### src/include/fsci_regs.svh
`ifndef FSCI_REGS_SVH
`define FSCI_REGS_SVH

// Framing
`define FSCI_SYNC_BYTE        8'hA4
`define FSCI_EXT_ID_MASK      8'hE0
// Key management commands
`define FSCI_ID_KEY_ADD       16'hE245
`define FSCI_ID_KEY_SELECT    16'hE246
`define FSCI_ID_KEY_VALUE     16'hE247
// Session commands
`define FSCI_ID_SESSION_OPEN  16'hE231
`define FSCI_ID_SESSION_CLOSE 16'hE232
`define FSCI_ID_BEACON_CONFIG 16'hE233
`define FSCI_ID_AUTH_STRING   16'hE234
`define FSCI_ID_PAIR_ANSWER   16'hE236
`define FSCI_ID_LINK_FREQ     16'hE237
`define FSCI_ID_BEACON_TMO    16'hE238
`define FSCI_ID_PAIR_TMO      16'hE239
`define FSCI_ID_PIPE_READ     16'hE23B
`define FSCI_ID_PIPE_WRITE    16'hE23C
`define FSCI_ID_EVENT         16'hE000
// Event codes
`define FSCI_EV_PAIR_REQ      8'h01
`define FSCI_EV_DL_START      8'h02
`define FSCI_EV_UL_START      8'h03
`define FSCI_EV_DL_DONE       8'h04
`define FSCI_EV_UL_DONE       8'h05
`define FSCI_EV_ERASE_DONE    8'h06
`define FSCI_EV_LINK_PHASE    8'h07
`define FSCI_EV_AUTH_PHASE    8'h08
`define FSCI_EV_XPORT_PHASE   8'h09
`define FSCI_EV_PIPE_RX       8'h0A
`define FSCI_EV_PIPE_DONE     8'h0B
// Defaults
`define FSCI_BEACON_TMO_RST   8'h0A
`define FSCI_PAIR_TMO_RST     8'hF0
`define FSCI_FREQ_OFF         8'hFF
`define FSCI_REPLY_OK         8'h00

`endif

### src/include/fsci_pkg.sv
package fsci_pkg;
  typedef enum logic [3:0] {
    RX_SYNC, RX_LEN, RX_IDH, RX_IDL, RX_DATA, RX_CSUM
  } fsci_rx_t;
  typedef enum logic [3:0] {
    TX_IDLE, TX_SYNC, TX_LEN, TX_IDH, TX_IDL, TX_DATA, TX_CSUM
  } fsci_tx_t;
endpackage

### src/core/fsci_interp.sv
`timescale 1ns/1ps
`include "fsci_regs.svh"
// Notes on behaviour
// - Key add, key select, key value commands each get a reply.
// - Optional auth string; absent means no name and no passkey.
// - Beacon timeout defaults 10s, pairing timeout 240s unless set.
// - Link frequency per channel; value FF disables that channel.
// - Pipe read request returns the commands held in the pipe.
// - Pipe write request stores the host command into the pipe.
// - Events are sent unrequested with the extended event identifier.
// - Codes 01 pairing request, 02 download start, 03 upload start.
// - Codes 04 download done, 05 upload done, 06 erase done.
// - Codes 07 link, 08 auth, 09 transport phase entry.
// - Codes 0A pipe command received, 0B pipe command processed.
// - Remote connect on one channel raises auth; others advertise busy.
// - After auth success, transport phase and transfer events follow.
// - Every extended identifier has its top three bits set.
// - Frame: A4, length, two id bytes, data, xor checksum.
module fsci_interp #(
  parameter int CHANNELS   = 8,
  parameter int PIPE_DEPTH = 16
) (
  input  wire logic                clock_i,
  input  wire logic                sys_rst_i,
  input  wire logic [7:0]          rx_byte_i,
  input  wire logic                rx_valid_i,
  output logic [7:0]               tx_byte_o,
  output logic                     tx_valid_o,
  input  wire logic                tx_ready_i,
  input  wire logic [CHANNELS-1:0] remote_connect_i,
  input  wire logic                auth_pass_i,
  input  wire logic [10:0]         occur_i,
  input  wire logic                pipe_done_i,
  output logic                     session_open_o,
  output logic [CHANNELS-1:0]      channel_enable_o,
  output logic [CHANNELS-1:0]      channel_busy_o,
  output logic [7:0]               beacon_timeout_o,
  output logic [7:0]               pairing_timeout_o,
  output logic                     auth_string_set_o,
  output logic                     pair_accept_o,
  output logic [7:0]               key_index_o,
  output logic                     key_value_used_o,
  output logic                     transport_o
);
  localparam int PW = $clog2(PIPE_DEPTH);

  // Receive side
  fsci_pkg::fsci_rx_t rx_state;
  logic [7:0]  rx_len;
  logic [7:0]  rx_cnt;
  logic [7:0]  rx_csum;
  logic [15:0] rx_id;
  logic [7:0]  rx_d0;
  logic [7:0]  rx_d1;
  logic [7:0]  pipe_mem [PIPE_DEPTH];
  logic [PW:0] pipe_cnt;
  logic [PW-1:0] pipe_wr;
  wire csum_ok   = (rx_csum == rx_byte_i);
  wire msg_done  = rx_valid_i && (rx_state == fsci_pkg::RX_CSUM) && csum_ok;
  wire ext_ok    = (rx_id[15:8] & `FSCI_EXT_ID_MASK) == `FSCI_EXT_ID_MASK;
  wire accept    = msg_done && ext_ok;
  wire data_in   = rx_valid_i && (rx_state == fsci_pkg::RX_DATA);
  wire pipe_push = data_in && (rx_id == `FSCI_ID_PIPE_WRITE)
                   && (pipe_cnt != PIPE_DEPTH[PW:0]);
  // Receive framing and checksum accumulation
  always_ff @(posedge clock_i)
  begin
    if (sys_rst_i)
    begin
      rx_state <= fsci_pkg::RX_SYNC;
      rx_len   <= 8'h00;
      rx_cnt   <= 8'h00;
      rx_csum  <= 8'h00;
      rx_id    <= 16'h0000;
      rx_d0    <= 8'h00;
      rx_d1    <= 8'h00;
    end
    else if (rx_valid_i)
    begin
      rx_csum <= rx_csum ^ rx_byte_i;
      case (rx_state)
        fsci_pkg::RX_SYNC:
        begin
          rx_csum <= rx_byte_i;
          if (rx_byte_i == `FSCI_SYNC_BYTE)
            rx_state <= fsci_pkg::RX_LEN;
        end
        fsci_pkg::RX_LEN:
        begin
          rx_len   <= rx_byte_i;
          rx_cnt   <= 8'h00;
          rx_state <= fsci_pkg::RX_IDH;
        end
        fsci_pkg::RX_IDH:
        begin
          rx_id[15:8] <= rx_byte_i;
          rx_state    <= fsci_pkg::RX_IDL;
        end
        fsci_pkg::RX_IDL:
        begin
          rx_id[7:0] <= rx_byte_i;
          rx_state   <= (rx_len == 8'h00) ? fsci_pkg::RX_CSUM : fsci_pkg::RX_DATA;
        end
        fsci_pkg::RX_DATA:
        begin
          if (rx_cnt == 8'h00)
            rx_d0 <= rx_byte_i;
          if (rx_cnt == 8'h01)
            rx_d1 <= rx_byte_i;
          rx_cnt <= rx_cnt + 8'h01;
          if (rx_cnt + 8'h01 == rx_len)
            rx_state <= fsci_pkg::RX_CSUM;
        end
        fsci_pkg::RX_CSUM: rx_state <= fsci_pkg::RX_SYNC;
        default:           rx_state <= fsci_pkg::RX_SYNC;
      endcase
    end
  end
  // Pipe storage; a bad frame's bytes are kept, a known trade for a simple store
  // pipe write stores
  always_ff @(posedge clock_i)
  begin
    if (pipe_push)
      pipe_mem[pipe_wr] <= rx_byte_i;
  end
  // Transmit: reply, pipe dump or event
  logic        tx_start;
  logic [15:0] tx_id;
  logic [7:0]  tx_len;
  logic [7:0]  tx_data;
  logic [7:0]  tx_idx;
  logic        tx_busy;
  logic        reply_pend;
  logic [15:0] reply_id;
  logic        dump_pend;
  logic        dump_run;
  logic        ev_run;
  logic [7:0]  ev_code;
  logic [10:0] ev_pend;
  logic [10:0] ev_grant;
  logic [7:0]  pick_code;
  // Lowest pending event code goes first
  always_comb
  begin
    ev_grant  = 11'h000;
    pick_code = 8'h00;
    for (int i = 10; i >= 0; i--)
      if (ev_pend[i])
      begin
        ev_grant  = 11'h001 << i;
        pick_code = 8'(i + 1);
      end
  end

  // Launch when idle: replies beat pipe dumps beat events
  assign tx_start = !tx_busy && (reply_pend || dump_pend || ev_pend != 11'h000);
  assign tx_id    = reply_pend ? reply_id
                  : dump_pend ? `FSCI_ID_PIPE_READ : `FSCI_ID_EVENT;
  assign tx_len   = (dump_pend && !reply_pend) ? 8'(pipe_cnt) : 8'h01;
  assign tx_data  = dump_run ? pipe_mem[tx_idx[PW-1:0]]
                  : ev_run ? ev_code : `FSCI_REPLY_OK;
  fsci_tx u_tx (
    .clock_i      (clock_i),
    .sys_rst_i    (sys_rst_i),
    .start_i      (tx_start),
    .id_i         (tx_id),
    .len_i        (tx_len),
    .data_i       (tx_data),
    .data_idx_o   (tx_idx),
    .busy_o       (tx_busy),
    .byte_o       (tx_byte_o),
    .byte_valid_o (tx_valid_o),
    .byte_ready_i (tx_ready_i)
  );
  // Event sources: remote activity plus phase entries
  wire [10:0] ev_raise;
  wire        any_conn = |remote_connect_i;
  logic       conn_q;
  logic       auth_q;
  assign ev_raise[6:0]  = occur_i[6:0];
  assign ev_raise[7]    = occur_i[7] | (any_conn & !conn_q);
  assign ev_raise[8]    = occur_i[8] | (auth_pass_i & !auth_q);
  assign ev_raise[9]    = occur_i[9] | pipe_push & (rx_cnt + 8'h01 == rx_len);
  assign ev_raise[10]   = occur_i[10] | pipe_done_i;
  // Sticky event flags; a new raise wins over the grant that clears it
  // event codes
  always_ff @(posedge clock_i)
  begin
    if (sys_rst_i)
      ev_pend <= 11'h000;
    else
      ev_pend <= (ev_pend & ~((tx_start && !reply_pend && !dump_pend) ? ev_grant : 11'h000))
                 | ev_raise;
  end
  // Send bookkeeping
  always_ff @(posedge clock_i)
  begin
    if (sys_rst_i)
    begin
      reply_pend <= 1'b0;
      reply_id   <= 16'h0000;
      dump_pend  <= 1'b0;
      dump_run   <= 1'b0;
      ev_run     <= 1'b0;
      ev_code    <= 8'h00;
      conn_q     <= 1'b0;
      auth_q     <= 1'b0;
    end
    else
    begin
      conn_q <= any_conn;
      auth_q <= auth_pass_i;
      if (tx_start)
      begin
        dump_run <= !reply_pend && dump_pend;
        ev_run   <= !reply_pend && !dump_pend;
        ev_code  <= pick_code;
        if (reply_pend)
          reply_pend <= 1'b0;
        else if (dump_pend)
          dump_pend <= 1'b0;
      end
      if (accept && rx_id != `FSCI_ID_PIPE_READ && rx_id != `FSCI_ID_PIPE_WRITE)
      begin
        reply_pend <= 1'b1;
        reply_id   <= rx_id;
      end
      if (accept && rx_id == `FSCI_ID_PIPE_READ)
        dump_pend <= 1'b1;
    end
  end
  // Pipe occupancy; a dump drains it
  always_ff @(posedge clock_i)
  begin
    if (sys_rst_i)
    begin
      pipe_cnt <= '0;
      pipe_wr  <= '0;
    end
    else if (tx_start && !reply_pend && dump_pend)
    begin
      pipe_cnt <= '0;
      pipe_wr  <= '0;
    end
    else if (pipe_push)
    begin
      pipe_cnt <= pipe_cnt + 1'b1;
      pipe_wr  <= pipe_wr + 1'b1;
    end
  end
  // Configuration held from accepted commands; busy map and transport state follow the link inputs
  always_ff @(posedge clock_i)
  begin
    if (sys_rst_i)
    begin
      session_open_o    <= 1'b0;
      channel_enable_o  <= '0;
      beacon_timeout_o  <= `FSCI_BEACON_TMO_RST;
      pairing_timeout_o <= `FSCI_PAIR_TMO_RST;
      auth_string_set_o <= 1'b0;
      pair_accept_o     <= 1'b0;
      key_index_o       <= 8'h00;
      key_value_used_o  <= 1'b0;
      transport_o       <= 1'b0;
      channel_busy_o    <= '0;
    end
    else
    begin
      if (accept)
        case (rx_id)
          `FSCI_ID_SESSION_OPEN:  session_open_o <= 1'b1;
          `FSCI_ID_SESSION_CLOSE: session_open_o <= 1'b0;
          `FSCI_ID_AUTH_STRING:   auth_string_set_o <= (rx_len != 8'h00);
          `FSCI_ID_BEACON_TMO:    beacon_timeout_o <= rx_d0;
          `FSCI_ID_PAIR_TMO:      pairing_timeout_o <= rx_d0;
          `FSCI_ID_PAIR_ANSWER:   pair_accept_o <= rx_d0[0];
          `FSCI_ID_KEY_SELECT:
          begin
            key_index_o      <= rx_d0;
            key_value_used_o <= 1'b0;
          end
          `FSCI_ID_KEY_VALUE:     key_value_used_o <= 1'b1;
          `FSCI_ID_LINK_FREQ:
            if (rx_d0 < 8'(CHANNELS))
              channel_enable_o[rx_d0[$clog2(CHANNELS)-1:0]] <= (rx_d1 != `FSCI_FREQ_OFF);
          default: ;
        endcase
      channel_busy_o <= any_conn ? ~remote_connect_i : '0;
      if (auth_pass_i)
        transport_o <= 1'b1;
      else if (!any_conn)
        transport_o <= 1'b0;
    end
  end
endmodule

### src/core/fsci_tx.sv
`timescale 1ns/1ps
`include "fsci_regs.svh"
// Outgoing frame builder: sync, length, id, payload, xor checksum
module fsci_tx (
  input  wire logic        clock_i,
  input  wire logic        sys_rst_i,
  input  wire logic        start_i,
  input  wire logic [15:0] id_i,
  input  wire logic [7:0]  len_i,
  input  wire logic [7:0]  data_i,
  output logic [7:0]       data_idx_o,
  output logic             busy_o,
  output logic [7:0]       byte_o,
  output logic             byte_valid_o,
  input  wire logic        byte_ready_i
);
  fsci_pkg::fsci_tx_t state;
  logic [7:0]  cnt;
  logic [7:0]  csum;
  logic [15:0] id_q;
  logic [7:0]  len_q;
  wire         take = byte_valid_o & byte_ready_i;

  // Byte currently presented
  always_comb
  begin
    case (state)
      fsci_pkg::TX_SYNC: byte_o = `FSCI_SYNC_BYTE;
      fsci_pkg::TX_LEN:  byte_o = len_q;
      fsci_pkg::TX_IDH:  byte_o = id_q[15:8];
      fsci_pkg::TX_IDL:  byte_o = id_q[7:0];
      fsci_pkg::TX_DATA: byte_o = data_i;
      fsci_pkg::TX_CSUM: byte_o = csum;
      default:           byte_o = 8'h00;
    endcase
  end
  assign byte_valid_o = (state != fsci_pkg::TX_IDLE);
  assign busy_o       = (state != fsci_pkg::TX_IDLE);
  assign data_idx_o   = cnt;

  always_ff @(posedge clock_i)
  begin
    if (sys_rst_i)
    begin
      state <= fsci_pkg::TX_IDLE;
      cnt   <= 8'h00;
      csum  <= 8'h00;
      id_q  <= 16'h0000;
      len_q <= 8'h00;
    end
    else if (state == fsci_pkg::TX_IDLE)
    begin
      if (start_i)
      begin
        state <= fsci_pkg::TX_SYNC;
        id_q  <= id_i;
        len_q <= len_i;
        cnt   <= 8'h00;
        csum  <= 8'h00;
      end
    end
    else if (take)
    begin
      csum <= csum ^ byte_o;
      case (state)
        fsci_pkg::TX_SYNC: state <= fsci_pkg::TX_LEN;
        fsci_pkg::TX_LEN:  state <= fsci_pkg::TX_IDH;
        fsci_pkg::TX_IDH:  state <= fsci_pkg::TX_IDL;
        fsci_pkg::TX_IDL:  state <= (len_q == 8'h00) ? fsci_pkg::TX_CSUM : fsci_pkg::TX_DATA;
        fsci_pkg::TX_DATA:
        begin
          cnt <= cnt + 8'h01;
          if (cnt + 8'h01 == len_q)
            state <= fsci_pkg::TX_CSUM;
        end
        fsci_pkg::TX_CSUM: state <= fsci_pkg::TX_IDLE;
        default:           state <= fsci_pkg::TX_IDLE;
      endcase
    end
  end
endmodule

### config.mk
export PLATFORM = sky130hd
export DESIGN_NAME = fsci_interp
export DESIGN_NICKNAME = d
export VERILOG_FILES = /design/src/include/fsci_pkg.sv /design/src/core/fsci_interp.sv /design/src/core/fsci_tx.sv
export VERILOG_INCLUDE_DIRS = /design/src /design/src/include
export SDC_FILE = /design/constraint.sdc
export NUM_CORES = 1
export LEC_CHECK = 0
export BUFFER_PORTS_ARGS = -buffer_cell sky130_fd_sc_hd__buf_2
export CAP_MARGIN = 20
export CORE_AREA = 2 2 188 190
export CTS_BUF_LIST = sky130_fd_sc_hd__clkbuf_8
export DETAILED_ROUTE_END_ITERATION = 8
export DIE_AREA = 0 0 190 192
export SLEW_MARGIN = 20
export SYNTH_ARGS = -nofsm -noshare
export SYNTH_HDL_FRONTEND = slang
export SYNTH_SLANG_ARGS = --single-unit
export TNS_END_PERCENT = 100
### constraint.sdc
create_clock -name clock_i -period 3.02 [get_ports clock_i]
set_input_delay 0.151 -clock clock_i [delete_from_list [all_inputs] [get_ports clock_i]]
set_output_delay 0.151 -clock clock_i [all_outputs]
set_load 0.1 [all_outputs]
==> results.md <==
- The synthesized net count is between 1000 and 1500.
- The proportion of layout cells with a drive suffix above 1 is approximately 19%.
- The share of async-settable or async-resettable flops after synthesis is 0%.
- Fill cells in the final layout number 3107.
- The share of the synthesized area in the top cell type is between 20% and 30%.
- The average footprint of a synthesized cell is 10.9 um2.
- The routed design uses 15800 um of met2 wire.
- The synthesized netlist cell count is approximately 1300.
- The starting density of the core is about 40%.
- After detailed routing, the average wire length per cell comes to between 15 and 20 um.
- The top achievable clock speed is between 300 and 400 MHz.
- The number of buffers on the longest clock path is 3.
- Counting every sink on the clock net gives 322.
- The reg-to-reg startpoint is rx_state[2].
- The post-CTS repair timing setup buffer count is 0.
- The post-synthesis instance area is 13600 um2.
- For the finished layout, the period the worst path requires is 2.91 ns.
- The worst setup path is launched from a flop.
- After global routing the overflow that remains totals 0.
- The H-tree was split into 2 levels.
- The signal on the critical path passes through buf_12 > mux4_2 > mux4_2 > nand2_1 > nand2_1 > buf_4.
- After legalization and detailed placement, the total HPWL measured between 20000 and 25000 um.
- For the final database, setup skew stands at between 0.03 and 0.04 ns.
- Along the worst path, the maximum fanout reaches 16.
- The finished cells cover between 15000 and 20000 um2.
- The clock tree from TritonCTS is yes.
- The initial detailed-routing violation count is ~800.
- The cell type with the largest total area after synthesis is dfxtp_1.
- Clock-pin slew was measured on the worst setup and hold paths at about 0.060 ns.
- The dominant combinational cell family by area after synthesis is simple AND/OR/NAND/NOR gates.
- The number of input and output port buffers inserted is 86.
- The xor and xnor fraction of the mapped netlist area is under 10%.
- OpenSTA, run right after detailed placement, puts the worst setup slack at ~0.47 ns.
- The vias per cell is around 5.2.
- The initial antenna violation count came to 1.
- The number of warnings issued by yosys is 0.
- The total clock buffers created by CTS is 52.
- After synthesis, the cell types taking the most area are dfxtp_1 (28%), edfxtp_1 (28%), mux4_2 (5.6%).
- The max-slew violation count is 0.
- The number of setup violations in the final report is 0.
- The max-cap violation count is 0.
- After layout, the design draws a total of approximately 10000 uW.
- The final route contains 9819 vias.
- The cell sitting at the root of the clock tree is a clkbuf_8.
- The detailed-route wire length on metal 1 is between 15000 and 20000 um.
- Yosys mapped the design onto 76 distinct sky130hd cell types.
- The placement row count is approximately 70.
- The cell family contributing the most delay on the critical path is multiplexers.
- The launch point of the worst hold path is rx_valid_i.
- The number of global-route vias before repair is 9498.
- The kind of capture point of the worst setup path is a primary output.
- The pin count of the biggest net entering global routing is 70.
- Routability-driven placement finished with a final weighted congestion of between 0.8 and 0.9.
- The first global-routing pass estimated between 50000 and 60000 um of wire.
- For this run, design rule violations remaining after detail routing come to 0.
- The final sum of negative setup slack is 0 ns.
- For this run, the post-layout net count is 1428.
- The count of nets left with antenna violations after detail routing is 0.
- The delay of the slowest cell on the worst path is 0.55 ns.
- Of the available clock period, the critical path in the final layout requires between 90% and 100%.
- The most used flip-flop cell after synthesis is dfxtp_1.
- After Yosys synthesis, full adders, half adders and majority gates account for less than 1% of the synthesized area.
- The category of the critical setup timing path is flop to primary output.
- The compound-gate portion of the synthesized area is under 10%.
- The highest metal layer with signal wires is met4.
- The floorplan step defined a core boundary enclosing between 30000 and 40000 um2.
- In this run the vertical extent of the chip is 192 um.
- During I/O placement, the number of pins put on the boundary was just under 90.
- The cell at the slowest stage of the critical path is mux4_2.
- The minimum setup slack in the final design is 0.108 ns.
- The clock latency on the worst-skew pair is between 0.6 and 0.7 ns.
- The total detailed-routing wirelength is about 34000 um.
- In this run the cell area measured after placement is 14700 um2.
- Of the total synthesized cell area, the portion taken by AND, OR, NAND and NOR gates is between 10% and 20%.
- The growth of design area from synthesis to finish is 17.2%.
- The data required time at the worst endpoint is 2.87 ns.
- Final hold analysis gives a worst-case slack of roughly 0.043 ns.
- The worst-case headroom to the max-slew limit is 52.1%.
- The run finished with clean final reports.
- The width of the die is 190 um.
- The number of buffers and inverters on the critical path is 2.
- For this run, the total global-route usage over all layers was measured as roughly 18%.
- The share of the Yosys chip area taken by registers is around 57%.
- For the pin with the worst max-slew slack, the measured transition is just over 0.7 ns.
- The count of endpoints failing hold in the final timing report is 0.
- Across the VDD grid, the largest voltage drop is about 0.33 mV.
- The analysis attributes to cell leakage a power of ~0.0060 uW.
- The number of flip-flops and latches in the synthesized netlist is ~320.
- Counting flops with a built-in enable in the synthesized netlist gives about 130.
- The class of the tightest hold or removal check is input port to flop.
- The die covers about 36000 um2.
- The power density over cell area is between 600 and 700 nW/um2.
- The signal arrival time at the worst endpoint is 2.76 ns.
- The portion of netlist area occupied by mux cells is a little over a tenth.
- Setup repair after global routing left no endpoint under its margin.
- Detailed routing placed a total of between 1500 and 2000 um of wire on met3.
- 0 antenna diodes ended up in the layout.
- The count of TritonRoute iterations in the first routing pass is 6.
==> path summary, 6_finish.rpt <==
path	cells after the start	endpoint	slack [ns]
worst max-delay path	6	tx_byte_o[7]	0.11
worst min-delay path	4	rx_state[1]	0.04
worst max register to register	6	beacon_timeout_o[1]	0.45
worst min register to register	2	rx_id[14]	0.45
==> timing repair <==
item,in CTS,in global routing
gates cloned,0,1
setup endpoints to repair,7,8
endpoints found under the hold margin,25,0
hold buffers,24,0
gates resized for setup,7,9
pin swaps,0,1
==> kinds of logic (layout without fill, tap and decap cells) <==
family | count (synthesis) | count (layout)
adders and majority gates | 10 | 10
AOI/OAI and AO/OA | 203 | 203
buffers and inverters | 114 | 282
xor gates and xnor gates | 36 | 36
muxes | 103 | 103
and+or+nand+nor | 465 | 465
DFF | 322 | 322
==> worst register-to-register path, delay by kind of cell (launching register included) <==
| family | cells | cell delay, ns |
|---|---|---|
| and+or+nand+nor | 5 | 1.75 |
| AOI/OAI and AO/OA | 1 | 0.27 |
| DFF | 1 | 0.43 |
==> per-stage QoR <==
step / std cells / util (%)
finish: 1876 / 46.7
floorplan: 1253 / -
detailed placement: 1761 / 42.8
CTS: 1875 / 46.5
global route: 1876 / 46.7
global placement: 1761 / 42.8
==> synthesized netlist by cell type (all sizes together) (3+ instances only) <==
library cell,n
nand2b,17
and2,5
a22o,3
a41oi,3
a31oi,5
edfxtp,128
o32ai,3
or3,7
buf,22
xnor2,17
nor3b,6
a22oi,9
nor2,154
o41ai,4
nand3,44
ha,10
o22ai,3
nor3,24
nor4b,4
nand4,14
a21o,10
clkbuf,57
a21oi,94
and3,8
nand2,119
xor2,19
mux4,34
nor4,17
and4b,4
or4,5
dfxtp,194
o21ai,32
nor4bb,4
and3b,4
a211o,8
a211oi,11
mux2i,68
nor2b,15
inv,34
==> routing by layer <==
layer / track usage [%] / vias to the layer above
met5: 0 / -
li1: - / 4776
met2: 30.0 / 253
met1: 24.4 / 4742
met3: 3.49 / 48
met4: 5.81 / 0
==> state kept, by name, indices dropped and copies added, names as in the netlist, 4 cells and up, named ones only <==
| name | count |
|---|---|
| pipe_mem | 128 |
| pipe_wr | 4 |
| ev_pend | 11 |
| ev_code | 4 |
| u_tx.len_q | 5 |
| pairing_timeout_o | 8 |
| rx_d0 | 8 |
| beacon_timeout_o | 8 |
| pipe_cnt | 5 |
| u_tx.id_q | 16 |
| key_index_o | 8 |
| rx_d1 | 8 |
| rx_cnt | 8 |
| channel_busy_o | 8 |
| u_tx.data_idx_o | 8 |
| u_tx.csum | 8 |
| channel_enable_o | 8 |
| reply_id | 16 |
| rx_csum | 8 |
| rx_id | 16 |
| rx_len | 8 |
==> cell usage in the layout (no fill, tap or decap), types with 5 or more instances in the layout <==
cell           count
dfxtp_1          191
buf_2             81
nor3b_1            6
or4_1              5
clkbuf_8          54
a211oi_1          10
inv_1             46
nor2b_1           15
nand3_1           43
a21o_1            10
nor4_1            17
mux2i_1           68
edfxtp_1         128
buf_4             49
xor2_1            19
clkinv_1           8
ha_1              10
dlygate4sd3_1     24
a211o_1            8
or3_1              7
nand2_1          119
nor3_1            19
a31oi_1            5
and3_1             6
clkinv_2           8
nand4_1           14
nand2b_1          17
xnor2_1           17
mux4_2            34
nor2_1           154
a21oi_1           94
a22oi_1            9
o21ai_0           32
==> report_power, final <==
group	total, uW	internal (uW)	switching [uW]
Clock	3750	2010	1740
Sequential	4780	4650	128
Combinational	1500	449	1050
Total	10000	7110	2920
==> cell type report <==
type,count,area (um2),share of cell area (%)
well taps,455,569,3.56
inverters,34,128,0.798
flip-flops and latches,322,7730,48.3
clock inverters,36,278,1.74
repair buffers,158,1100,6.87
multi-input cells,817,5450,34.1
clock buffers,54,743,4.64
(Power assumes the default switching activity.)
